**src/rtl/otp_fuse_pkg.sv**
```systemverilog
package otp_fuse_pkg;

  // Array geometry.
  localparam int FUSE_BITS = 768;
  localparam int BANK_COUNT = 6;
  localparam int BANK_BITS = 128;
  localparam int FIXED_BITS = 108;
  localparam int SW_BITS = 20;
  localparam int WORD_BITS = 32;
  localparam int FUSE_WORDS = FUSE_BITS / WORD_BITS;
  localparam int WORDS_PER_BANK = BANK_BITS / WORD_BITS;
  localparam logic [4:0] LAST_WORD = 5'h17;
  localparam logic [2:0] FACTORY_BANK = 3'h3;

  // Field widths.
  localparam int HW_ADDR_W = 48;
  localparam int ADC_W = 8;
  localparam int XO_W = 15;
  localparam int IQ_W = 11;

  // Default bit positions inside one bank.
  localparam int POS_BANK_VALID = 0;
  localparam int POS_BANK_REVOKED = 1;
  localparam int POS_HW_VALID = 2;
  localparam int POS_HW_ADDR = 3;
  localparam int POS_ADC_VALID = 51;
  localparam int POS_ADC = 52;
  localparam int POS_XO_VALID = 60;
  localparam int POS_XO = 61;
  localparam int POS_GAIN_VALID = 76;
  localparam int POS_GAIN = 77;
  localparam int POS_PHASE_VALID = 88;
  localparam int POS_PHASE = 89;

  // Register byte offsets.
  localparam int AXI_AW = 12;
  localparam logic [11:0] OFS_CTRL = 12'h000;
  localparam logic [11:0] OFS_STATUS = 12'h004;
  localparam logic [11:0] OFS_FIELD_VALID = 12'h008;
  localparam logic [11:0] OFS_HW_LO = 12'h00c;
  localparam logic [11:0] OFS_HW_HI = 12'h010;
  localparam logic [11:0] OFS_BT_LO = 12'h014;
  localparam logic [11:0] OFS_BT_HI = 12'h018;
  localparam logic [11:0] OFS_XO = 12'h01c;
  localparam logic [11:0] OFS_ADC = 12'h020;
  localparam logic [11:0] OFS_IQ = 12'h024;
  localparam logic [11:0] OFS_SW = 12'h028;
  localparam logic [11:0] OFS_RAW_BASE = 12'h100;
  localparam logic [11:0] OFS_RAW_LAST = 12'h15c;

  localparam logic [1:0] RESP_OKAY = 2'h0;
  localparam logic [1:0] RESP_SLVERR = 2'h2;

  typedef enum logic [2:0] {
    SEQ_REQ = 3'b001,
    SEQ_CAP = 3'b010,
    SEQ_DONE = 3'b100
  } seq_t;

  typedef struct packed {
    logic hw_addr_valid;
    logic [HW_ADDR_W-1:0] hw_addr;
    logic [HW_ADDR_W-1:0] bt_addr;
    logic adc_valid;
    logic [ADC_W-1:0] adc_trim;
    logic xo_valid;
    logic [XO_W-1:0] xo_trim;
    logic gain_valid;
    logic [IQ_W-1:0] gain_imbalance_trim;
    logic phase_valid;
    logic [IQ_W-1:0] phase_imbalance_trim;
  } calib_t;

endpackage : otp_fuse_pkg

```
**src/rtl/bank_selector.sv**
```systemverilog
`timescale 1ns/1ps
module bank_selector
  import otp_fuse_pkg::*;
#(
  parameter int NB = BANK_COUNT
) (
  // Per-bank qualification.
  input wire logic [NB-1:0] bank_ok,
  // Choice.
  output logic found,
  output logic [2:0] index
);

  // Later banks supersede earlier ones, so the highest qualifying bank wins.
  always_comb begin
    found = 1'b0;
    index = 3'h0;
    for (int b = 0; b < NB; b++) begin
      if (bank_ok[b]) begin
        found = 1'b1;
        index = 3'(b);
      end
    end
  end

endmodule : bank_selector

```
**src/rtl/otp_fuse_bank_reader.sv**
```systemverilog
// Function
// - All 768 fuse bits are loaded after reset and readable by the processor.
// - Array holds six banks of 128 bits with one common layout.
// - Lowest 108 bank bits are fixed fields; top 20 are software bits.
// - Every value field has its own valid flag.
// - Valid flag 0 means field unusable; 1 means usable.
// - Each bank is qualified independently so later banks can supersede.
// - Bank 3 holds the factory address, crystal and imbalance trims.
// - Second radio address equals stored hardware address plus one.
// - Normal mode applies gain and phase trims only when their flags are 1.
// - Legacy mode ignores gain/phase flags and never applies those trims.
`timescale 1ns/1ps
module otp_fuse_bank_reader
  import otp_fuse_pkg::*;
#(
  parameter int P_BANK_VALID = POS_BANK_VALID,
  parameter int P_BANK_REVOKED = POS_BANK_REVOKED,
  parameter int P_HW_VALID = POS_HW_VALID,
  parameter int P_HW_ADDR = POS_HW_ADDR,
  parameter int P_ADC_VALID = POS_ADC_VALID,
  parameter int P_ADC = POS_ADC,
  parameter int P_XO_VALID = POS_XO_VALID,
  parameter int P_XO = POS_XO,
  parameter int P_GAIN_VALID = POS_GAIN_VALID,
  parameter int P_GAIN = POS_GAIN,
  parameter int P_PHASE_VALID = POS_PHASE_VALID,
  parameter int P_PHASE = POS_PHASE
) (
  // Clock and reset.
  input wire logic aclk,
  input wire logic aresetn,
  // AXI4-Lite slave.
  input wire logic [AXI_AW-1:0] s_axi_awaddr,
  input wire logic s_axi_awvalid,
  output logic s_axi_awready,
  input wire logic [31:0] s_axi_wdata,
  input wire logic [3:0] s_axi_wstrb,
  input wire logic s_axi_wvalid,
  output logic s_axi_wready,
  output logic [1:0] s_axi_bresp,
  output logic s_axi_bvalid,
  input wire logic s_axi_bready,
  input wire logic [AXI_AW-1:0] s_axi_araddr,
  input wire logic s_axi_arvalid,
  output logic s_axi_arready,
  output logic [31:0] s_axi_rdata,
  output logic [1:0] s_axi_rresp,
  output logic s_axi_rvalid,
  input wire logic s_axi_rready,
  // Fuse array read port, data one cycle after the strobe.
  output logic fuse_rd_en,
  output logic [4:0] fuse_rd_addr,
  input wire logic [31:0] fuse_rd_data,
  // Calibration to the radio.
  output calib_t calib,
  output logic calib_ready
);

  typedef struct packed {
    seq_t seq;
    logic [4:0] addr;
    logic [FUSE_WORDS-1:0][WORD_BITS-1:0] words;
    logic legacy;
    logic aw_got;
    logic [AXI_AW-1:0] awaddr;
    logic w_got;
    logic [31:0] wdata;
    logic [3:0] wstrb;
    logic bvalid;
    logic [1:0] bresp;
    logic rvalid;
    logic [1:0] rresp;
    logic [31:0] rdata;
    calib_t calib;
  } state_t;

  localparam state_t ST_RESET = '{seq: SEQ_REQ, default: '0};

  state_t st_r;
  state_t st_nxt;

  function automatic logic [BANK_BITS-1:0] bank_of(input logic [FUSE_WORDS-1:0][WORD_BITS-1:0] w,
                                                   input logic [2:0] b);
    bank_of = w[{b, 2'b00} +: WORDS_PER_BANK];
  endfunction : bank_of

  // Bank qualification and choice.
  logic [BANK_COUNT-1:0] bank_ok;
  logic found;
  logic [2:0] active;
  logic [BANK_BITS-1:0] sel;
  logic done;

  always_comb begin
    logic [BANK_BITS-1:0] bk;
    bk = '0;
    for (int b = 0; b < BANK_COUNT; b++) begin
      bk = bank_of(st_r.words, 3'(b));
      bank_ok[b] = bk[P_BANK_VALID] & ~bk[P_BANK_REVOKED];
    end
  end

  bank_selector #(
    .NB(BANK_COUNT)
  ) u_sel (
    .bank_ok(bank_ok),
    .found(found),
    .index(active)
  );

  assign done = (st_r.seq == SEQ_DONE);
  assign sel = bank_of(st_r.words, active);

  // Decoded field view of the active bank.
  logic hw_ok;
  logic adc_ok;
  logic xo_ok;
  logic gain_ok;
  logic phase_ok;

  assign hw_ok = found & sel[P_HW_VALID];
  assign adc_ok = found & sel[P_ADC_VALID];
  assign xo_ok = found & sel[P_XO_VALID];
  // Legacy mode never consults the imbalance flags, so the trims stay unapplied.
  assign gain_ok = found & ~st_r.legacy & sel[P_GAIN_VALID];
  assign phase_ok = found & ~st_r.legacy & sel[P_PHASE_VALID];

  logic [HW_ADDR_W-1:0] hw_field;
  assign hw_field = sel[P_HW_ADDR +: HW_ADDR_W];

  logic [31:0] rd_mux;
  logic rd_hit;
  logic [AXI_AW-1:0] rd_idx;

  always_comb begin
    rd_mux = 32'h0;
    rd_hit = 1'b1;
    rd_idx = s_axi_araddr - OFS_RAW_BASE;
    if (s_axi_araddr == OFS_CTRL) begin
      rd_mux = {31'h0, st_r.legacy};
    end else if (s_axi_araddr == OFS_STATUS) begin
      rd_mux = {23'h0, found & (active == FACTORY_BANK), 1'b0, active, 2'b00, found, done};
    end else if (s_axi_araddr == OFS_FIELD_VALID) begin
      rd_mux = {27'h0, st_r.calib.phase_valid, st_r.calib.gain_valid, st_r.calib.xo_valid,
                st_r.calib.adc_valid, st_r.calib.hw_addr_valid};
    end else if (s_axi_araddr == OFS_HW_LO) begin
      rd_mux = st_r.calib.hw_addr[31:0];
    end else if (s_axi_araddr == OFS_HW_HI) begin
      rd_mux = {16'h0, st_r.calib.hw_addr[47:32]};
    end else if (s_axi_araddr == OFS_BT_LO) begin
      rd_mux = st_r.calib.bt_addr[31:0];
    end else if (s_axi_araddr == OFS_BT_HI) begin
      rd_mux = {16'h0, st_r.calib.bt_addr[47:32]};
    end else if (s_axi_araddr == OFS_XO) begin
      rd_mux = {17'h0, st_r.calib.xo_trim};
    end else if (s_axi_araddr == OFS_ADC) begin
      rd_mux = {24'h0, st_r.calib.adc_trim};
    end else if (s_axi_araddr == OFS_IQ) begin
      rd_mux = {5'h0, st_r.calib.phase_imbalance_trim, 5'h0, st_r.calib.gain_imbalance_trim};
    end else if (s_axi_araddr == OFS_SW) begin
      rd_mux = {12'h0, sel[BANK_BITS-1:FIXED_BITS]};
    end else if (s_axi_araddr >= OFS_RAW_BASE && s_axi_araddr <= OFS_RAW_LAST &&
                 s_axi_araddr[1:0] == 2'b00) begin
      rd_mux = st_r.words[rd_idx[6:2]];
    end else begin
      rd_hit = 1'b0;
    end
  end

  always_comb begin
    st_nxt = st_r;
    fuse_rd_en = 1'b0;
    // Load sequencer: one request, one capture, per word.
    case (st_r.seq)
      SEQ_REQ: begin
        fuse_rd_en = 1'b1;
        st_nxt.seq = SEQ_CAP;
      end
      SEQ_CAP: begin
        st_nxt.words[st_r.addr] = fuse_rd_data;
        if (st_r.addr == LAST_WORD) begin
          st_nxt.addr = 5'h0;
          st_nxt.seq = SEQ_DONE;
        end else begin
          st_nxt.addr = st_r.addr + 5'h1;
          st_nxt.seq = SEQ_REQ;
        end
      end
      SEQ_DONE: begin
        st_nxt.seq = SEQ_DONE;
      end
      default: begin
        st_nxt.seq = SEQ_REQ;
      end
    endcase

    // Outputs refresh every cycle once the image is complete.
    if (done) begin
      st_nxt.calib.hw_addr_valid = hw_ok;
      st_nxt.calib.hw_addr = hw_ok ? hw_field : '0;
      st_nxt.calib.bt_addr = hw_ok ? hw_field + 48'h1 : '0;
      st_nxt.calib.adc_valid = adc_ok;
      st_nxt.calib.adc_trim = adc_ok ? sel[P_ADC +: ADC_W] : '0;
      st_nxt.calib.xo_valid = xo_ok;
      st_nxt.calib.xo_trim = xo_ok ? sel[P_XO +: XO_W] : '0;
      st_nxt.calib.gain_valid = gain_ok;
      st_nxt.calib.gain_imbalance_trim = gain_ok ? sel[P_GAIN +: IQ_W] : '0;
      st_nxt.calib.phase_valid = phase_ok;
      st_nxt.calib.phase_imbalance_trim = phase_ok ? sel[P_PHASE +: IQ_W] : '0;
    end

    // Write channels are taken in either order; the response follows both.
    if (s_axi_awvalid && !st_r.aw_got && !st_r.bvalid) begin
      st_nxt.aw_got = 1'b1;
      st_nxt.awaddr = s_axi_awaddr;
    end
    if (s_axi_wvalid && !st_r.w_got && !st_r.bvalid) begin
      st_nxt.w_got = 1'b1;
      st_nxt.wdata = s_axi_wdata;
      st_nxt.wstrb = s_axi_wstrb;
    end
    if (st_r.aw_got && st_r.w_got) begin
      st_nxt.aw_got = 1'b0;
      st_nxt.w_got = 1'b0;
      st_nxt.bvalid = 1'b1;
      st_nxt.bresp = RESP_OKAY;
      if (st_r.awaddr == OFS_CTRL) begin
        if (st_r.wstrb[0]) begin
          st_nxt.legacy = st_r.wdata[0];
          // A reload restarts the scan; calib holds its last values meanwhile while calib_ready is low.
          if (st_r.wdata[1]) begin
            st_nxt.seq = SEQ_REQ;
            st_nxt.addr = 5'h0;
          end
        end
      end else if (!((st_r.awaddr >= OFS_STATUS && st_r.awaddr <= OFS_SW && st_r.awaddr[1:0] == 2'b00) ||
                     (st_r.awaddr >= OFS_RAW_BASE && st_r.awaddr <= OFS_RAW_LAST &&
                      st_r.awaddr[1:0] == 2'b00))) begin
        st_nxt.bresp = RESP_SLVERR;
      end
    end else if (st_r.bvalid && s_axi_bready) begin
      st_nxt.bvalid = 1'b0;
    end

    if (s_axi_arvalid && !st_r.rvalid) begin
      st_nxt.rvalid = 1'b1;
      st_nxt.rdata = rd_mux;
      st_nxt.rresp = rd_hit ? RESP_OKAY : RESP_SLVERR;
    end else if (st_r.rvalid && s_axi_rready) begin
      st_nxt.rvalid = 1'b0;
    end
  end

  always_ff @(posedge aclk) begin
    if (!aresetn) begin
      st_r <= ST_RESET;
    end else begin
      st_r <= st_nxt;
    end
  end

  assign fuse_rd_addr = st_r.addr;
  assign s_axi_awready = !st_r.aw_got && !st_r.bvalid;
  assign s_axi_wready = !st_r.w_got && !st_r.bvalid;
  assign s_axi_bvalid = st_r.bvalid;
  assign s_axi_bresp = st_r.bresp;
  assign s_axi_arready = !st_r.rvalid;
  assign s_axi_rvalid = st_r.rvalid;
  assign s_axi_rdata = st_r.rdata;
  assign s_axi_rresp = st_r.rresp;
  assign calib = st_r.calib;
  assign calib_ready = done;

  // A reload that lands on the last capture legally restarts the scan instead of finishing it.
  logic reload_go;
  assign reload_go = st_r.aw_got && st_r.w_got && st_r.awaddr == OFS_CTRL && st_r.wstrb[0] && st_r.wdata[1];
endmodule : otp_fuse_bank_reader

```
**config.mk**
```make
export PLATFORM = sky130hd
export DESIGN_NAME = otp_fuse_bank_reader
export DESIGN_NICKNAME = d
export VERILOG_FILES = /design/src/rtl/otp_fuse_pkg.sv /design/src/rtl/bank_selector.sv /design/src/rtl/otp_fuse_bank_reader.sv
export SDC_FILE = /design/constraint.sdc
export NUM_CORES = 2
export LEC_CHECK = 0
export CAP_MARGIN = 20
export CORE_UTILIZATION = 39
export CTS_CLUSTER_SIZE = 12
export DETAILED_ROUTE_END_ITERATION = 7
export DONT_BUFFER_PORTS = 1
export PLACE_DENSITY = 0.61
export REMOVE_ABC_BUFFERS = 1
export SYNTH_ARGS = -nofsm -noshare
export SYNTH_HDL_FRONTEND = slang
export SYNTH_SLANG_ARGS = --single-unit
```
**constraint.sdc**
```tcl
create_clock -name aclk -period 3.02 [get_ports aclk]
set_input_delay 0 -clock aclk [delete_from_list [all_inputs] [get_ports aclk]]
set_output_delay 0 -clock aclk [all_outputs]
set_load 0.005 [all_outputs]
```
==> reports/qor.txt <==
Run status: complete, but fails checks
Failing checks: hold timing, slew limit, setup timing
Final hold slack: -70.97 ps
Worst hold path cell count: 3
IO buf count: 0
Classification of the worst-slack hold path: in -> reg
Synth async-reset ratio: 0%
Worst-case register-to-register setup slack: -380 ps
Slack of the critical path: -376.8 ps
Leakage Power: 25.12 nW
Worst Path Required: 3650 ps
Total wirelength of the detailed-routed design: 286.9 mm
Detail Placement HPWL: 172.3 mm
Clock root buffer: clkbuf_16
Total number of placement rows: 133
Fill cells: 11882
Via density per instance: 6.352
Length of the first detailed-routing pass in iterations: 7
Count of H-tree levels built during CTS: 3
Number of cells in the finished layout apart from fillers: 8862
Via count: 56292
Total area of multi-input combinational cells: 29790 um^2
Number of top-level pins: 293
Max Root-Sink Buffers: 3
Type of origin of the critical path: register
Setup TNS: -10730 ps
Nature of the critical path endpoint: register
Die H: 365.7 um
Most common library cell in the layout ignoring fill and taps: nand2_1
Number of global-route vias before repair: 52117
Leading cell types in the layout, fill and taps excluded: nand2_1, dfxtp_1, a21boi_0, dlygate4sd3_1, buf_4
Clock Pin Slew Worst Setup and Hold Paths: 60 ps
Setup repair after global routing missed its margin: yes
Peak fanout along the critical path: 6
Clock skew: 46.12 ps
Post-synth cell types: 90
Setup violation total in the final timing report: 88
Flip-flop and latch count after synthesis: 976
Depth of the worst register-to-register path: 14
Register area: 19550 um^2
Number of instances in the synthesized netlist: 6315
Wire length of the first global-routing pass: 391.2 mm
CTS tree: built
MaxCap Viol Count: 0
Worst setup slack after placement: -770.2 ps
Width of the die: 365.7 um
Predominant post-synthesis flop cell: dfxtp_1
Fraction of layout instances using a drive strength above 1: 17.65%
Pin count of the biggest net entering global routing: 686
Warnings from Yosys: 0
Clock latency on the worst-skew pair: 780 ps
WP data arrival: 4030 ps
Peak Freq: 0.2944 GHz
Power per cell area: 416.2 nW/um^2
Die ar.: 133700 um^2
Time the final worst path needs with I/O delays and setup: 3397 ps
Finished Core Util: 52.43%
Slew of the pin with the lowest slew margin: 2377 ps
Hold violation total from the final report: 2
Count of flip-flops with a built-in enable after synthesis: 0
Worst slew margin: -58.50%
Max Slew Vio Count: 288
Overflow after GRT: 0
Cell area after technology mapping: 51580 um^2
Mean instance size in the synthesized netlist: 8.167 um^2
Number of buffers created by CTS: 109
Drt drc: 0
Antenna-violating nets left: 0
Gp weighted congestion: 1.073
Portion of the clock cycle consumed by the worst path in the final layout: 112.5%
Initial antenna violation count: 31
Core Footprint: 131300 um^2
Sequential share of the synthesized area: 37.88%
Placed cell count: 7786
Average wire length per cell after detail routing: 32.37 um
Crit path kind: reg -> reg
Global Route Usage Sum: 41.18%
Effective utilization at floorplan: 39.28%
Total number of nets in the final design: 7097
Max IR drop VDD: 0.4300 mV
Area Growth Syn to Fin: 33.46%
DRC marker count from the first detailed-route iteration: 9632
Number of sinks driven by the clock tree: 976
==> power breakdown <==
group          switching, mW  total [mW]  internal, mW
clock network           6.06        14.5          8.40
logic                  0.644        1.21         0.570
registers             0.0555        13.0          12.9
==> Yosys cell counts (62+ instances only) <==
master	n	area share, %
a21oi_1	167	1.6
o21ai_0	159	1.5
a21boi_0	785	11
buf_4	190	2.8
nand3_1	67	0.65
nor2_1	105	0.76
mux2i_1	75	1.5
clkbuf_1	482	3.5
nand2_1	2129	15
mux4_2	226	9.9
and3_1	62	0.75
dfxtp_1	976	38
nor2b_1	114	1.4
a22oi_1	106	1.5
==> routing by layer <==
metal / vias up / track usage [%] / wire [um]
met4: 26 / 29.29 / 25360
met2: 4927 / 57.06 / 112600
met5: - / 0 / 180
li1: 22914 / - / -
met3: 1458 / 18.43 / 48460
met1: 26967 / 50.33 / 100300
==> through the flow <==
step	power, mW	instance area [um^2]
after floorplan	13.72	47970
after global placement	13.96	54810
after detailed placement	13.96	54810
after CTS	28.43	67280
after global routing	29.06	68790
final	28.65	68840
==> logic make-up after synthesis <==
family	Yosys count	synth area share, %
xor gates and xnor gates	45	0.7642
AOI/OAI and AO/OA	1537	20.99
muxes	310	11.52
other	1	0.007271
adders and majority gates	5	0.1213
buffers and inverters	800	7.350
DFF	976	37.88
and+or+nand+nor	2641	21.37
==> critical path: stages (launching register included) <==
cell and delay [ps]:
dfxtp_2 320, buf_6 100, and2b_4 340, buf_6 150
a31oi_4 80, o221ai_2 270, nand2_2 120, nor4b_4 310
buf_4 170, or4b_4 490, nor4_4 210, buf_4 180
nand4_1 110, xnor2_1 150, a32o_1 250
==> what timing repair did <==
action | CTS | global route
cloned | 3 | 10
gates resized for setup | 145 | 253
hold endpoints to repair | 940 | 0
hold buffers | 768 | 0
pin swaps | 43 | 90
setup endpoints to repair | 145 | 167
setup buffers | 38 | 43
==> worst paths after layout <==
kind	from	to
setup / recovery	register	calib[96]
hold / removal	aresetn	s_axi_rdata[8]
setup reg to reg	register	calib[96]
hold reg to reg	register	register
==> layout make-up <==
type,instances,area share (%)
Antenna cell,23,0.08361
Clock buffer,165,4.871
Clock inverter,37,0.6525
Inverter,47,0.2563
Multi-Input combinational cell,4540,43.28
Sequential cell,976,28.40
Tap cell,1755,3.190
Timing Repair Buffer,1319,19.26
Note: power is estimated with default switching activity, not from simulation.
